==> src/rtl/scpi_pkg.sv <==
package scpi_pkg;

	// ----------------------------------------------------------------
	// character codes and limits
	// ----------------------------------------------------------------
	localparam logic [7:0] CH_NL = 8'h0a;
	localparam logic [7:0] WS_LO_MAX = 8'h09;
	localparam logic [7:0] WS_HI_MIN = 8'h0b;
	localparam logic [7:0] WS_HI_MAX = 8'h20;
	localparam logic [7:0] CH_STAR = 8'h2a;
	localparam logic [7:0] CH_COMMA = 8'h2c;
	localparam logic [7:0] CH_COLON = 8'h3a;
	localparam logic [7:0] CH_SEMI = 8'h3b;
	localparam logic [7:0] CH_QUERY = 8'h3f;
	localparam logic [7:0] CH_ZERO = 8'h30;
	localparam logic [7:0] CH_NINE = 8'h39;
	localparam logic [7:0] CH_A_UP = 8'h41;
	localparam logic [7:0] CH_Z_UP = 8'h5a;
	localparam logic [7:0] CH_A_LO = 8'h61;
	localparam logic [7:0] CH_Z_LO = 8'h7a;
	localparam logic [7:0] CASE_BIT = 8'h20;
	localparam logic [7:0] SUFFIX_DEFAULT = 8'h01;
	localparam logic [7:0] SUFFIX_LIMIT = 8'h19;
	localparam logic [3:0] KW_CHARS = 4'hc;
	localparam logic [3:0] KW_OVER = 4'hd;

	// ----------------------------------------------------------------
	// types
	// ----------------------------------------------------------------
	typedef logic [95:0] kw_text_t;
	typedef logic [4:0] node_t;
	localparam node_t NODE_ROOT = 5'h00;
	localparam node_t NODE_COMMON = 5'h1f;
	typedef enum logic [1:0] {PAR_RAW, PAR_MIN, PAR_MAX, PAR_DEF} par_kind_e;

	typedef struct packed {
		kw_text_t text;
		logic [3:0] slen;
		logic [3:0] llen;
		node_t parent;
		logic opt;
	} kw_s;

	typedef struct packed {
		node_t func;
		logic query;
		logic common;
		logic [7:0] suffix;
	} cmd_s;

	typedef struct packed {
		logic [7:0] data;
		logic [3:0] idx;
		par_kind_e kind;
	} par_s;

	// ----------------------------------------------------------------
	// keyword tree, node id is index plus one; text right aligned
	// ----------------------------------------------------------------
	localparam int KW_N = 23;
	localparam kw_s KW_TABLE [KW_N] = '{
		'{96'("SENSE"), 4'h4, 4'h5, 5'h00, 1'b1},
		'{96'("FREQUENCY"), 4'h4, 4'h9, 5'h01, 1'b0},
		'{96'("CENTER"), 4'h4, 4'h6, 5'h02, 1'b0},
		'{96'("START"), 4'h4, 4'h5, 5'h02, 1'b0},
		'{96'("STOP"), 4'h4, 4'h4, 5'h02, 1'b0},
		'{96'("SPAN"), 4'h4, 4'h4, 5'h02, 1'b0},
		'{96'("LINK"), 4'h4, 4'h4, 5'h06, 1'b0},
		'{96'("BANDWIDTH"), 4'h4, 4'h9, 5'h01, 1'b0},
		'{96'("RESOLUTION"), 4'h3, 4'ha, 5'h08, 1'b1},
		'{96'("AUTO"), 4'h4, 4'h4, 5'h09, 1'b0},
		'{96'("INPUT"), 4'h3, 4'h5, 5'h00, 1'b0},
		'{96'("ATTENUATION"), 4'h3, 4'hb, 5'h0b, 1'b0},
		'{96'("COUPLING"), 4'h4, 4'h8, 5'h0b, 1'b0},
		'{96'("SOURCE"), 4'h4, 4'h6, 5'h00, 1'b0},
		'{96'("FM"), 4'h2, 4'h2, 5'h0e, 1'b0},
		'{96'("POLARITY"), 4'h3, 4'h8, 5'h0f, 1'b0},
		'{96'("EXTERNAL"), 4'h3, 4'h8, 5'h0f, 1'b0},
		'{96'("POLARITY"), 4'h3, 4'h8, 5'h11, 1'b0},
		'{96'("RST"), 4'h3, 4'h3, 5'h1f, 1'b0},
		'{96'("ESE"), 4'h3, 4'h3, 5'h1f, 1'b0},
		'{96'("ESR"), 4'h3, 4'h3, 5'h1f, 1'b0},
		'{96'("CLS"), 4'h3, 4'h3, 5'h1f, 1'b0},
		'{96'("IDN"), 4'h3, 4'h3, 5'h1f, 1'b0}
	};

	// symbolic parameter words
	localparam kw_text_t SPC_MIN = 96'("MINIMUM");
	localparam kw_text_t SPC_MAX = 96'("MAXIMUM");
	localparam kw_text_t SPC_DEF = 96'("DEFAULT");
	localparam logic [3:0] SPC_SLEN = 4'h3;
	localparam logic [3:0] SPC_LLEN = 4'h7;

	// short form is the leading slen characters of the long form
	function automatic logic kw_hit(kw_text_t kb, logic [3:0] kl, kw_text_t name,
			logic [3:0] slen, logic [3:0] llen);
		logic [6:0] sh;
		sh = {llen - slen, 3'b000};
		return (kl == llen && kb == name) || (kl == slen && kb == (name >> sh));
	endfunction

	// parent is an optional keyword that hangs directly below cur
	function automatic logic opt_hop(node_t p, node_t cur);
		if (p == NODE_ROOT || p == NODE_COMMON) begin
			return 1'b0;
		end
		return KW_TABLE[int'(p) - 1].opt && KW_TABLE[int'(p) - 1].parent == cur;
	endfunction

endpackage

==> src/rtl/scpi_header_parser.sv <==
`timescale 1ns/10ps
// Contract
// - message bytes count only while attention is low
// - a finished query requests response output; settings produce none
// - responses are requested only after a received query
// - codes 0 to 9 and 11 to 32 are white space after header
// - question mark directly after header marks a query
// - asterisk start decodes a common command with any parameters
// - a single root keyword selects a whole subsystem
// - keywords decode by their position in the path
// - optional keywords may be present or left out
// - only short or full long keyword forms match
// - letter case is ignored when matching
// - parameters split at commas
// - min, max and default words become markers in queries
// - line ends at newline or end-or-identify
// - semicolon separates commands; following colon returns to root
// - no colon continues at current path; new line restarts root
// - missing numeric suffix means suffix one
module scpi_header_parser
	import scpi_pkg::*;
(
	input wire logic clk,
	input wire logic nrst,
	input wire logic byte_valid,
	input wire logic [7:0] byte_data,
	input wire logic atn,
	input wire logic eoi,
	output logic byte_ready,
	input wire logic resp_ack,
	output logic resp_req,
	output logic cmd_valid,
	output cmd_s cmd,
	output logic par_valid,
	output logic par_end,
	output par_s par,
	output logic done_valid,
	output logic cmd_err
);

	typedef enum logic [2:0] {ST_START, ST_HDR, ST_AFTQ, ST_GAP, ST_PAR, ST_SKIP} state_e;

	state_e st_r, st_nxt;
	node_t cur_r, cur_nxt, base_r, base_nxt, look_cur, hit_id;
	kw_text_t kb_r, kb_nxt, kb_v;
	logic [3:0] kl_r, kl_nxt, kl_v, pidx_r, pidx_nxt;
	logic [7:0] suf_r, suf_nxt, suf_v, up;
	logic sufon_r, sufon_nxt, sufon_v, query_r, query_nxt, common_r, common_nxt;
	logic resp_r, resp_nxt, cmdv_r, cmdv_nxt, parv_r, parv_nxt, pend_r, pend_nxt;
	logic done_r, done_nxt, err_r, err_nxt, name_bad;
	cmd_s cmd_r, cmd_nxt;
	par_s par_r, par_nxt;
	logic take, ws, nl, letter, digit, endl, delim, any_hit;
	logic [KW_N-1:0] hit;

	// ----------------------------------------------------------------
	// byte classification
	// ----------------------------------------------------------------
	// attention gating
	assign take = byte_valid && byte_ready && !atn;
	assign ws = byte_data <= WS_LO_MAX || (byte_data >= WS_HI_MIN && byte_data <= WS_HI_MAX);
	assign nl = byte_data == CH_NL;
	assign endl = nl || eoi;
	assign letter = (byte_data >= CH_A_UP && byte_data <= CH_Z_UP) ||
		(byte_data >= CH_A_LO && byte_data <= CH_Z_LO);
	assign digit = byte_data >= CH_ZERO && byte_data <= CH_NINE;
	// end-or-identify rides on a data byte, so it never makes that byte a delimiter
	assign delim = ws || nl || byte_data == CH_COLON || byte_data == CH_SEMI ||
		byte_data == CH_QUERY || byte_data == CH_COMMA;
	assign up = (byte_data >= CH_A_LO && byte_data <= CH_Z_LO) ? (byte_data & ~CASE_BIT) :
		byte_data;
	// stalls while a response is owed, so no new line overtakes it
	assign byte_ready = !resp_r;

	// ----------------------------------------------------------------
	// append stage: buffer as it stands with this byte included
	// ----------------------------------------------------------------
	always_comb begin
		kb_v = kb_r;
		kl_v = kl_r;
		suf_v = suf_r;
		sufon_v = sufon_r;
		name_bad = 1'b0;
		if (st_r == ST_START || st_r == ST_HDR) begin
			if (letter) begin
				name_bad = sufon_r;
				kb_v = {kb_r[87:0], up};
				kl_v = (kl_r >= KW_CHARS) ? KW_OVER : 4'(kl_r + 4'h1);
			end else if (digit) begin
				// a suffix needs letters before it and stays small
				name_bad = kl_r == 4'h0 || suf_r > SUFFIX_LIMIT;
				sufon_v = 1'b1;
				suf_v = 8'(suf_r * 8'h0a + (byte_data - CH_ZERO));
			end
		end else if ((st_r == ST_GAP || st_r == ST_PAR) && !delim) begin
			// overlong text saturates the length and never matches a word
			kb_v = {kb_r[87:0], up};
			kl_v = (kl_r >= KW_CHARS) ? KW_OVER : 4'(kl_r + 4'h1);
		end
	end

	// ----------------------------------------------------------------
	// keyword lookup at the current path node
	// ----------------------------------------------------------------
	assign look_cur = (st_r == ST_START) ? base_r : cur_r;
	for (genvar i = 0; i < KW_N; i++) begin : g_kw
		assign hit[i] = kw_hit(kb_v, kl_v, KW_TABLE[i].text, KW_TABLE[i].slen,
			KW_TABLE[i].llen) && (KW_TABLE[i].parent == look_cur ||
			opt_hop(KW_TABLE[i].parent, look_cur));
	end
	assign any_hit = |hit;

	// lowest entry wins if two forms collide
	always_comb begin
		hit_id = NODE_ROOT;
		for (int i = KW_N - 1; i >= 0; i--) begin
			if (hit[i]) begin
				hit_id = node_t'(i + 1);
			end
		end
	end

	// ----------------------------------------------------------------
	// parser state
	// ----------------------------------------------------------------
	always_comb begin
		logic do_done, do_err, do_pend;
		do_done = 1'b0;
		do_err = 1'b0;
		do_pend = 1'b0;
		st_nxt = st_r;
		cur_nxt = cur_r;
		base_nxt = base_r;
		kb_nxt = kb_r;
		kl_nxt = kl_r;
		suf_nxt = suf_r;
		sufon_nxt = sufon_r;
		query_nxt = query_r;
		common_nxt = common_r;
		pidx_nxt = pidx_r;
		cmd_nxt = cmd_r;
		par_nxt = par_r;
		cmdv_nxt = 1'b0;
		parv_nxt = 1'b0;
		pend_nxt = 1'b0;
		if (take) begin
			unique case (st_r)
				ST_START, ST_HDR: begin
					if (st_r == ST_START && (ws || nl || byte_data == CH_SEMI)) begin
						if (endl) begin
							base_nxt = NODE_ROOT;
						end
					end else if (st_r == ST_START && byte_data == CH_COLON && !eoi) begin
						cur_nxt = NODE_ROOT;
						st_nxt = ST_HDR;
					end else if (st_r == ST_START && byte_data == CH_STAR && !eoi) begin
						cur_nxt = NODE_COMMON;
						common_nxt = 1'b1;
						st_nxt = ST_HDR;
					end else if (name_bad || (!letter && !digit && !delim) ||
							byte_data == CH_COMMA) begin
						do_err = 1'b1;
					end else if (byte_data == CH_COLON && !eoi) begin
						if (!any_hit) begin
							do_err = 1'b1;
						end else begin
							cur_nxt = hit_id;
							kb_nxt = '0;
							kl_nxt = 4'h0;
							suf_nxt = 8'h00;
							sufon_nxt = 1'b0;
							st_nxt = ST_HDR;
						end
					end else if (delim || eoi) begin
						// header complete
						if (!any_hit) begin
							do_err = 1'b1;
						end else begin
							// a lone root word decodes like any node
							cmdv_nxt = 1'b1;
							cmd_nxt.func = hit_id;
							cmd_nxt.query = byte_data == CH_QUERY;
							cmd_nxt.common = common_r;
							cmd_nxt.suffix = sufon_v ? suf_v : SUFFIX_DEFAULT;
							query_nxt = byte_data == CH_QUERY;
							// remember path for the next command
							base_nxt = common_r ? base_r : look_cur;
							kb_nxt = '0;
							kl_nxt = 4'h0;
							suf_nxt = 8'h00;
							sufon_nxt = 1'b0;
							pidx_nxt = 4'h0;
							if (byte_data == CH_QUERY && !eoi) begin
								st_nxt = ST_AFTQ;
							end else if (ws && !endl) begin
								st_nxt = ST_GAP;
							end else begin
								do_done = 1'b1;
							end
						end
					end else begin
						kb_nxt = kb_v;
						kl_nxt = kl_v;
						suf_nxt = suf_v;
						sufon_nxt = sufon_v;
						cur_nxt = look_cur;
						st_nxt = ST_HDR;
					end
				end
				ST_AFTQ: begin
					if (byte_data == CH_SEMI || endl) begin
						do_done = 1'b1;
					end else if (ws) begin
						st_nxt = ST_GAP;
					end else begin
						do_err = 1'b1;
					end
				end
				ST_GAP, ST_PAR: begin
					if (!delim) begin
						// parameter text streams out byte by byte
						parv_nxt = 1'b1;
						par_nxt.data = byte_data;
						kb_nxt = kb_v;
						kl_nxt = kl_v;
						st_nxt = ST_PAR;
					end
					if (st_r == ST_GAP && (byte_data == CH_COMMA || byte_data == CH_QUERY)) begin
						do_err = 1'b1;
					end else if ((st_r == ST_PAR || !delim) &&
							(byte_data == CH_COMMA || byte_data == CH_SEMI || endl)) begin
						pend_nxt = 1'b1;
						par_nxt.idx = pidx_r;
						par_nxt.kind = PAR_RAW;
						if (query_r && kw_hit(kb_v, kl_v, SPC_MIN, SPC_SLEN, SPC_LLEN)) begin
							par_nxt.kind = PAR_MIN;
						end else if (query_r && kw_hit(kb_v, kl_v, SPC_MAX, SPC_SLEN, SPC_LLEN)) begin
							par_nxt.kind = PAR_MAX;
						end else if (query_r && kw_hit(kb_v, kl_v, SPC_DEF, SPC_SLEN, SPC_LLEN)) begin
							par_nxt.kind = PAR_DEF;
						end
						kb_nxt = '0;
						kl_nxt = 4'h0;
						if (byte_data == CH_COMMA && !eoi) begin
							pidx_nxt = 4'(pidx_r + 4'h1);
							st_nxt = ST_GAP;
						end else begin
							do_done = 1'b1;
						end
					end else if (byte_data == CH_SEMI || endl) begin
						do_done = 1'b1;
					end
				end
				ST_SKIP: begin
					// discard up to the next command
					if (byte_data == CH_SEMI || endl) begin
						st_nxt = ST_START;
						if (endl) begin
							base_nxt = NODE_ROOT;
						end
					end
				end
			endcase
			if (do_done || do_err) begin
				kb_nxt = '0;
				kl_nxt = 4'h0;
				suf_nxt = 8'h00;
				sufon_nxt = 1'b0;
				common_nxt = 1'b0;
				query_nxt = 1'b0;
				st_nxt = ST_START;
				if (endl) begin
					base_nxt = NODE_ROOT;
				end
			end
			if (do_err && !endl && byte_data != CH_SEMI) begin
				st_nxt = ST_SKIP;
			end
			// query asks the output path for data; a query ended by end-or-identify
			// on its question mark has not reached query_r yet
			do_pend = do_done && (query_r || ((st_r == ST_START || st_r == ST_HDR) &&
				byte_data == CH_QUERY));
		end
		done_nxt = take && do_done;
		err_nxt = take && do_err;
		// held until taken; a new request wins over the acknowledge
		resp_nxt = do_pend || (resp_r && !resp_ack);
	end

	// ----------------------------------------------------------------
	// registers
	// ----------------------------------------------------------------
	always_ff @(posedge clk) begin
		if (!nrst) begin
			st_r <= ST_START;
			cur_r <= NODE_ROOT;
			base_r <= NODE_ROOT;
			kb_r <= '0;
			kl_r <= 4'h0;
			suf_r <= 8'h00;
			sufon_r <= 1'b0;
			query_r <= 1'b0;
			common_r <= 1'b0;
			pidx_r <= 4'h0;
			cmd_r <= '0;
			par_r <= '0;
			cmdv_r <= 1'b0;
			parv_r <= 1'b0;
			pend_r <= 1'b0;
			done_r <= 1'b0;
			err_r <= 1'b0;
			resp_r <= 1'b0;
		end else begin
			st_r <= st_nxt;
			cur_r <= cur_nxt;
			base_r <= base_nxt;
			kb_r <= kb_nxt;
			kl_r <= kl_nxt;
			suf_r <= suf_nxt;
			sufon_r <= sufon_nxt;
			query_r <= query_nxt;
			common_r <= common_nxt;
			pidx_r <= pidx_nxt;
			cmd_r <= cmd_nxt;
			par_r <= par_nxt;
			cmdv_r <= cmdv_nxt;
			parv_r <= parv_nxt;
			pend_r <= pend_nxt;
			done_r <= done_nxt;
			err_r <= err_nxt;
			resp_r <= resp_nxt;
		end
	end

	assign resp_req = resp_r;
	assign cmd_valid = cmdv_r;
	assign cmd = cmd_r;
	assign par_valid = parv_r;
	assign par_end = pend_r;
	assign par = par_r;
	assign done_valid = done_r;
	assign cmd_err = err_r;

endmodule // scpi_header_parser

==> config.mk <==
export PLATFORM = sky130hd
export DESIGN_NAME = scpi_header_parser
export DESIGN_NICKNAME = d
export VERILOG_FILES = /design/src/rtl/scpi_pkg.sv /design/src/rtl/scpi_header_parser.sv
export SDC_FILE = /design/constraint.sdc
export NUM_CORES = 1
export LEC_CHECK = 0
export BUFFER_PORTS_ARGS = -buffer_cell sky130_fd_sc_hd__buf_4
export CAP_MARGIN = 10
export CORE_ASPECT_RATIO = 1.25
export CORE_UTILIZATION = 45
export CTS_BUF_LIST = sky130_fd_sc_hd__clkbuf_16
export CTS_CLUSTER_SIZE = 14
export DETAILED_ROUTE_END_ITERATION = 12
export HOLD_SLACK_MARGIN = 0.1
export MAX_ROUTING_LAYER = met4
export PLACE_DENSITY = 0.69
export SLEW_MARGIN = 20
export SYNTH_ARGS = -nofsm -noshare
export SYNTH_HDL_FRONTEND = slang
export SYNTH_SLANG_ARGS = --single-unit
==> constraint.sdc <==
create_clock -name clk -period 5.58 [get_ports clk]
set_clock_uncertainty 0.2 [all_clocks]
set_input_delay 0.279 -clock clk [delete_from_list [all_inputs] [get_ports clk]]
set_output_delay 0.279 -clock clk [all_outputs]
set_load 0.005 [all_outputs]
# ---- Yosys cells after proc, flatten, opt, wreduce, memory -nomap -nowiden
# Index checks and enable logic that the tools add are counted.
# W data, S select, Z words.
dict set report word_totals {
  reg_bits 163
  latchBits 0
  mem_bits_rw 0
  romBits 0
  in_bits 14
  wordCells 503
  memories 0
}
dict set report op_classes {
  add_sub_neg 4
  n_mul 1
  n_div 0
  n_lt_le_gt_ge 11
  n_eq_ne 102
  n_shift 0
  muxes 184
  bitwise_logic 12
  n_reduce_logical 166
}
# cell count
set ops {}
lappend ops {{$mux W96} 14}
lappend ops {{$eq A96 B23 Y1 const B} 13}
lappend ops {{$eq A96 B31 Y1 const B} 11}
lappend ops {{$eq A96 B39 Y1 const B} 3}
lappend ops {{$eq A96 B55 Y1 const B} 3}
lappend ops {{$eq A96 B63 Y1 const B} 3}
lappend ops {{$mux W5} 42}
lappend ops {{$eq A96 B47 Y1 const B} 2}
lappend ops {{$eq A96 B71 Y1 const B} 2}
lappend ops {{$pmux W96 S2} 1}
lappend ops {{$mux W8} 13}
lappend ops {{$mux W4} 25}
lappend ops {{$eq A96 B15 Y1 const B} 1}
lappend ops {{$eq A96 B79 Y1 const B} 1}
lappend ops {{$eq A96 B87 Y1 const B} 1}
lappend ops {{$logic_and A1 B1 Y1} 93}
lappend ops {{$mux W1} 60}
lappend ops {{$mux W3} 19}
lappend ops {{$eq A8 B6 Y1 const B} 5}
lappend ops {{$logic_or A1 B1 Y1} 40}
lappend ops {{$reduce_and A9 Y1} 3}
lappend ops {{$eq A4 B5 Y1 const A} 5}
lappend ops {{$ne A4 B4 Y1 const B} 6}
lappend ops {{$reduce_or A23 Y1} 1}
lappend ops {{51 further kinds} 113}

# ---- Logic depth before layout (Yosys ltp)
dict set report logic_depth {
  word_depth 43
  depth_mapped 24
  ltp_nobuf 14
}

# ---- Least setup slack after synthesis
# No wires, ideal clock.
dict set report synth_path {
  path_kind {reg-to-reg}
  startpoint {register st_r[1]}
  endpoint {register kb_r[76]}
  arrival_ps 4428
  required_ps 5277
  slack_ps 849
  path_stages_with_launch 23
  n_path_buf 10
  synth_period_minus_slack_ps 4731
  cell_sequence {dfxtp_1 > buf_2 > or3b_1 > o21a_1 > o21ai_2 > buf_4 > buf_6 > buf_6 > buf_4 > buf_2 > mux2_2 > nand4_1 > nor3_1 > nor4b_1 > nand4b_1 > or2_1 > buf_2 > nand2b_1 > buf_2 > buf_6 > buf_2 > a211oi_1 > a2111oi_2}
}
dict set report synth_between {
  elab_chain_len 22
  elab_cells_between_ends 192
}
# element line
set synth_lines {}
lappend synth_lines {{start: declaration} scpi_header_parser.sv:43} ;# state_e st_r, st_nxt;
lappend synth_lines {{start signal: assignment} scpi_header_parser.sv:314} ;# st_r <= st_nxt;
lappend synth_lines {{$eq A3 B2 Y1 / $eq A3 B3 Y1 (equally long branches)} n/a}
lappend synth_lines {{$logic_or A1 B1 Y1} scpi_header_parser.sv:95} ;# end else if ((st_r == ST_GAP || st_r == ST_PAR) && !delim) begin
lappend synth_lines {{$logic_and A1 B1 Y1} scpi_header_parser.sv:95}
lappend synth_lines {{$mux W96 / $mux W4 (equally long branches)} scpi_header_parser.sv:95}
lappend synth_lines {{$mux W96 / $mux W4 (equally long branches)} scpi_header_parser.sv:84} ;# if (st_r == ST_START || st_r == ST_HDR) begin
lappend synth_lines {{$eq A96 B39 Y1 (tied with other cells)} scpi_pkg.sv:99} ;# return (kl == llen && kb == name) || (kl == slen && kb == (name >> sh));
lappend synth_lines {{$logic_and A1 B1 Y1} scpi_pkg.sv:99}
lappend synth_lines {{$logic_or A1 B1 Y1} scpi_pkg.sv:99}
lappend synth_lines {{[... 6 more ...]} n/a}
lappend synth_lines {{$mux W1} scpi_header_parser.sv:156} ;# end else if (st_r == ST_START && byte_data == CH_STAR && !eoi) begin
lappend synth_lines {{$mux W1} scpi_header_parser.sv:153} ;# end else if (st_r == ST_START && byte_data == CH_COLON && !eoi) begin
lappend synth_lines {{$mux W1} scpi_header_parser.sv:149} ;# if (st_r == ST_START && (ws || nl || byte_data == CH_SEMI)) begin
lappend synth_lines {{$pmux W1 S3} scpi_header_parser.sv:147} ;# unique case (st_r)
lappend synth_lines {{$mux W1} scpi_header_parser.sv:146} ;# if (take) begin
lappend synth_lines {{$logic_or A1 B1 Y1} scpi_header_parser.sv:264} ;# if (do_done || do_err) begin
lappend synth_lines {{$ne A3 B3 Y1 (no line) / $reduce_bool A3 Y1 (equally long branches)} n/a}
lappend synth_lines {{$reduce_and A6 Y1 (no line)} n/a}
lappend synth_lines {{end signal: assignment} scpi_header_parser.sv:317} ;# kb_r <= kb_nxt;
lappend synth_lines {{end: declaration} scpi_header_parser.sv:45} ;# kw_text_t kb_r, kb_nxt, kb_v;
# Several ways; a longest one is shown, not always the timed one. The select of a mux whose other input is x is not followed.
# A chain may end at the register's enable or synchronous reset.

# ---- Worst setup path after layout
dict set report layout_path {
  startpoint {input byte_data[5]}
  endpoint {register kb_r[38]}
}
dict set report layout_between {
  elab_chain_len 29
  elab_cells_between_ends 223
}
# element line
set layout_lines {}
lappend layout_lines {{start: declaration} scpi_header_parser.sv:26} ;# input wire logic [7:0] byte_data,
lappend layout_lines {{$ge A8 B4 Y1 / $le A8 B6 Y1 (equally long branches)} scpi_header_parser.sv:61} ;# assign ws = byte_data <= WS_LO_MAX || (byte_data >= WS_HI_MIN && byte_data <= WS_HI_MAX);
lappend layout_lines {{$logic_and A1 B1 Y1} scpi_header_parser.sv:61}
lappend layout_lines {{$logic_or A1 B1 Y1} scpi_header_parser.sv:61}
lappend layout_lines {{$logic_or A1 B1 Y1} {scpi_header_parser.sv:68, scpi_header_parser.sv:149}}
lappend layout_lines {{$logic_or A1 B1 Y1 (3 in series)} scpi_header_parser.sv:68} ;# assign delim = ws || nl || byte_data == CH_COLON || byte_data == CH_SEMI ||
lappend layout_lines {{$logic_or A1 B1 Y1} scpi_header_parser.sv:69} ;# byte_data == CH_QUERY || byte_data == CH_COMMA;
lappend layout_lines {{$logic_not A1 Y1} {scpi_header_parser.sv:95, scpi_header_parser.sv:160, scpi_header_parser.sv:230}}
lappend layout_lines {{$logic_and A1 B1 Y1} scpi_header_parser.sv:95}
lappend layout_lines {{[... 11 more ...]} n/a}
lappend layout_lines {{$mux W1} scpi_header_parser.sv:156}
lappend layout_lines {{$mux W1} scpi_header_parser.sv:153}
lappend layout_lines {{$mux W1} scpi_header_parser.sv:149}
lappend layout_lines {{$pmux W1 S3} scpi_header_parser.sv:147}
lappend layout_lines {{$mux W1} scpi_header_parser.sv:146}
lappend layout_lines {{$logic_or A1 B1 Y1} scpi_header_parser.sv:264}
lappend layout_lines {{$ne A3 B3 Y1 (no line) / $reduce_bool A3 Y1 (equally long branches)} n/a}
lappend layout_lines {{$reduce_and A6 Y1 (no line)} n/a}
# Several ways; a longest one is shown, not always the timed one. The select of a mux whose other input is x is not followed.

==> run_results.csv <==
group,metric,value,unit
status,status,"completed",
place,place_hpwl,73.9,mm
setup_path,critical_path_peak_fanout,31,
route,firstDrtPassIters,10,
route,wl_per_cell,31.2,um
timing,post-route-period-util,0.988,
clock_tree,cts-root-buf,"clkbuf_16",
setup_path,critical_path_buf_inv_count,5,
setup_path,worst_path_largest_cell_delay,0.61,ns
yosys,synth.avg_cell_area,6.94,um^2
place,place.gp.congestion,1.19,
yosys,synth_ff_type,"dfxtp_1",
power,p_per_area,258,nW/um^2
yosys,netlist.area_leader.share,0.187,
grt,grt_pass1_vias,21600,
floorplan,core_area,38100,um^2
timing,clock.fmax,0.181,GHz
timing,hold_violations,0,
clock_tree,cts_made_buffers,17,
clock_tree,cts.clk_slew.worst_paths,0.07,ns
setup_path,path_class,"input port to flop",
power,sequentialPowerShare,0.245,
timing,setup_tns,0,ns
timing,setup_viol,0,
setup_path,worstSetupStartpointType,"input port",
yosys,yosysWarnings,0,
layout,fill_cells,3730,
route,num_vias,23000,
power,swShare,0.477,
grt,gr-total-overflow,0,
floorplan,dieArea,39500,um^2
clock_tree,insertion_delay,0.48,ns
yosys,async_flop_share,0,
yosys,synth_area_leaders,"dfxtp_1, mux2i_1, nor2_1",
setup_path,cp_cell_sequence,"dlygate4sd3_1 -> buf_4 -> and3_1 -> o211ai_1 -> nand3_2 -> o21ai_4 -> buf_12 -> mux2_2 -> and3_1 -> a21oi_1 -> buf_4 -> a31oi_1 -> or4_4 -> o211a_1 -> a211oi_4 -> a21oi_4 -> buf_4 -> a2111oi_1",
power,netSwitchingPower,2.53,mW
worst_hold_path,min-delay-path-class,"input port to flop",
setup_path,critPathArrivalTime,5.66,ns
clock_tree,htreeDepth,4,
yosys,synth_fa_ha_area_frac,0.0174,
yosys,ys_seq_elements,163,
timing,tightestPinTransition,1.21,ns
grt,grtUsageTotal,0.515,
setup_path,critPathCaptureType,"flop",
power,pwr-share-clk,0.221,
yosys,ys_seq_area_frac,0.187,
layout,fin_util,0.538,
layout,area_growth,17.7,%
power,combPwrFrac,0.534,
layout,fin_nets,2677,
yosys,synth_top_family_by_area,"simple AND/OR/NAND/NOR gates",
setup_path,critPathTopFamily,"compound AO/OA/AOI/OAI gates",
floorplan,design.portCount,50,
yosys,synth_xor_area_frac,0.00553,
route,drc,0,
job,cap_violations,0,
yosys,synth_cell_types,96,
yosys,syn_area,17400,um^2
yosys,syn-num-nets,2549,
yosys,synth_edf_count,0,
yosys,synthSimpleGateAreaFrac,0.369,
setup_path,cpMostUsedCell,"buf_4",
setup_path,crit_required,5.73,ns
timing,finalMaxSlewViolations,0,
route,drt_iter0_markers,3193,
route,ant_nets,0,
yosys,synthCells,2512,
clock_tree,tritoncts,"yes",
power,leakage,7.12,nW
clock_tree,clkSinkCount,163,
timing,maxSlewHeadroom,0.182,
floorplan,dieWidth,178,um
timing,timing.hold.ws,0.114,ns
grt,antenna_found_initial,8,
route,vias_per_cell,7.28,
place,io_buffers,49,
route,drt_wl_total,98.3,mm
timing,min_period,5.51,ns
power,ir_drop,0.000258,V
grt,grt_start_max_net_pins,99,
floorplan,fp-row-count,80,
timing,rsz0062_at_grt,"no",
yosys,yosysTopAreaCell,"dfxtp_1",
layout,fin_cells,3153,
yosys,synthTopCellsByCount,"nor2_1, nor3_1, nand2_1",
clock_tree,clk_path_buf_depth,2,
yosys,synth.most_common_cell,"nor2_1",
layout,drive_gt1_frac,0.168,
yosys,synth_compound_area_frac,0.243,
power,fin_total_pwr,5.30,mW
setup_path,cp_slowest_cell,"or4_4",
place,dp_cells,3089,
yosys,synthMuxAreaShare,0.0973,
grt,grt_first_pass_wirelength,144,mm
floorplan,initial_utilization,0.457,
floorplan,fp.dieH,222,um
power,internal_power,2.77,mW
## cells by family (layout without fill, tap and decap cells)
| kind of cell | Yosys count | count (layout) |
|---|---|---|
| flip-flops | 163 | 163 |
| other | 0 | 8 |
| buffers and inverters | 332 | 473 |
| XOR/XNOR | 11 | 11 |
| AND/OR/NAND/NOR | 1276 | 1276 |
| multiplexers | 166 | 166 |
| AO/OA/AOI/OAI | 541 | 541 |
| adder cells (fa/ha/maj) | 23 | 23 |
## layout make-up
| type | count | area [um^2] | area share |
|---|---|---|---|
| multi-input combinational | 2017 | 13000 | 0.633 |
| sequential | 163 | 3260 | 0.159 |
| clock inverter | 15 | 118 | 0.00573 |
| antenna | 8 | 20.0 | 0.000976 |
| tap | 492 | 616 | 0.0300 |
| inverter | 120 | 450 | 0.0220 |
| clock buffer | 17 | 425 | 0.0207 |
| timing repair buffer | 321 | 2630 | 0.128 |
## worst register-to-register path, cell delays in order, from the launching register on
cell       delay [ns]
dfxtp_1          0.42
nor4_1           0.53
buf_4            0.22
nand2_1          0.09
or3_1            0.47
a211o_1          0.29
o21a_1           0.16
buf_4            0.21
or4_1            0.61
o32ai_1          0.46
nor4b_2          0.13
nand4b_1         0.18
o211a_1          0.23
a211oi_4         0.08
a21o_4           0.35
buf_12           0.20
a2111oi_1        0.51
## flip-flops by register name, indices dropped and copies added, names as in the netlist
register,flops
par_valid,1
kb_r,96
par_end,1
st_r,3
cur_r,5
cmd_valid,1
cmd,15
common_r,1
resp_req,1
pidx_r,4
kl_r,4
par,14
base_r,5
cmd_err,1
suf_r,8
sufon_r,1
done_valid,1
query_r,1
## stage by stage
stage	area, um^2	worst slack, ns
after global routing	20500	0.00438
final	20500	0.0682
after detailed placement	19500	-0.00804
after floorplan	17400	0.849
after global placement	19500	0.174
after CTS	20200	0.0137
## final timing paths
check,startpoint,endpoint,slack (ns),cells after the start
max,byte_data[5],kb_r[38],0.07,18
min,nrst,cmd[11],0.11,2
max reg2reg,kb_r[64],kb_r[38],0.12,16
min reg2reg,par[1],par[1],0.26,2
## layer usage
metal | wire (um) | part of all wire | global-route usage | vias to the layer above
met1 | 33900 | 0.34 | 0.556 | 10800
met5 | 0 | 0 | - | -
met4 | 10500 | 0.11 | 0.448 | 0
li1 | - | - | - | 9737
met2 | 43700 | 0.44 | 0.760 | 1804
met3 | 10200 | 0.10 | 0.154 | 623
## power groups by stage
stage / Sequential (mW) / Combinational (mW) / Clock [mW]
finish: 1.30 / 2.83 / 1.17
global route: 1.30 / 2.92 / 1.21
CTS: 1.29 / 2.61 / 1.18
detailed placement: 1.32 / 2.60 / 0
global placement: 1.31 / 2.57 / 0
floorplan: 1.28 / 1.64 / 0
## what timing repair did
action / 4_1_cts / 5_1_grt
hold buffers: 9 / 0
setup buffers: 0 / 11
resized for setup: 0 / 54
setup endpoints to repair: 0 / 100
endpoints found under the hold margin: 10 / 0
## cells in the final DEF (no fill, tap or decap), types with 10 or more instances in the layout
master,instances
a2111oi_0,51
a2111oi_1,27
a2111oi_2,23
a211oi_1,103
a21boi_0,23
a21oi_1,66
a31oi_1,22
and2_1,18
and3_1,37
buf_12,14
buf_4,295
clkbuf_16,18
dfxtp_1,163
ha_1,21
inv_1,123
mux2_2,23
mux2i_1,141
nand2_1,190
nand2b_1,19
nand3_1,126
nand4_1,81
nor2_1,357
nor2b_1,35
nor3_1,194
nor4_1,80
nor4b_1,13
o2111ai_1,10
o211ai_1,21
o21a_1,11
o21ai_0,50
o22ai_1,14
or2_2,14
or3_1,19
or4_1,24
Note: power is estimated with default switching activity, not from simulation.
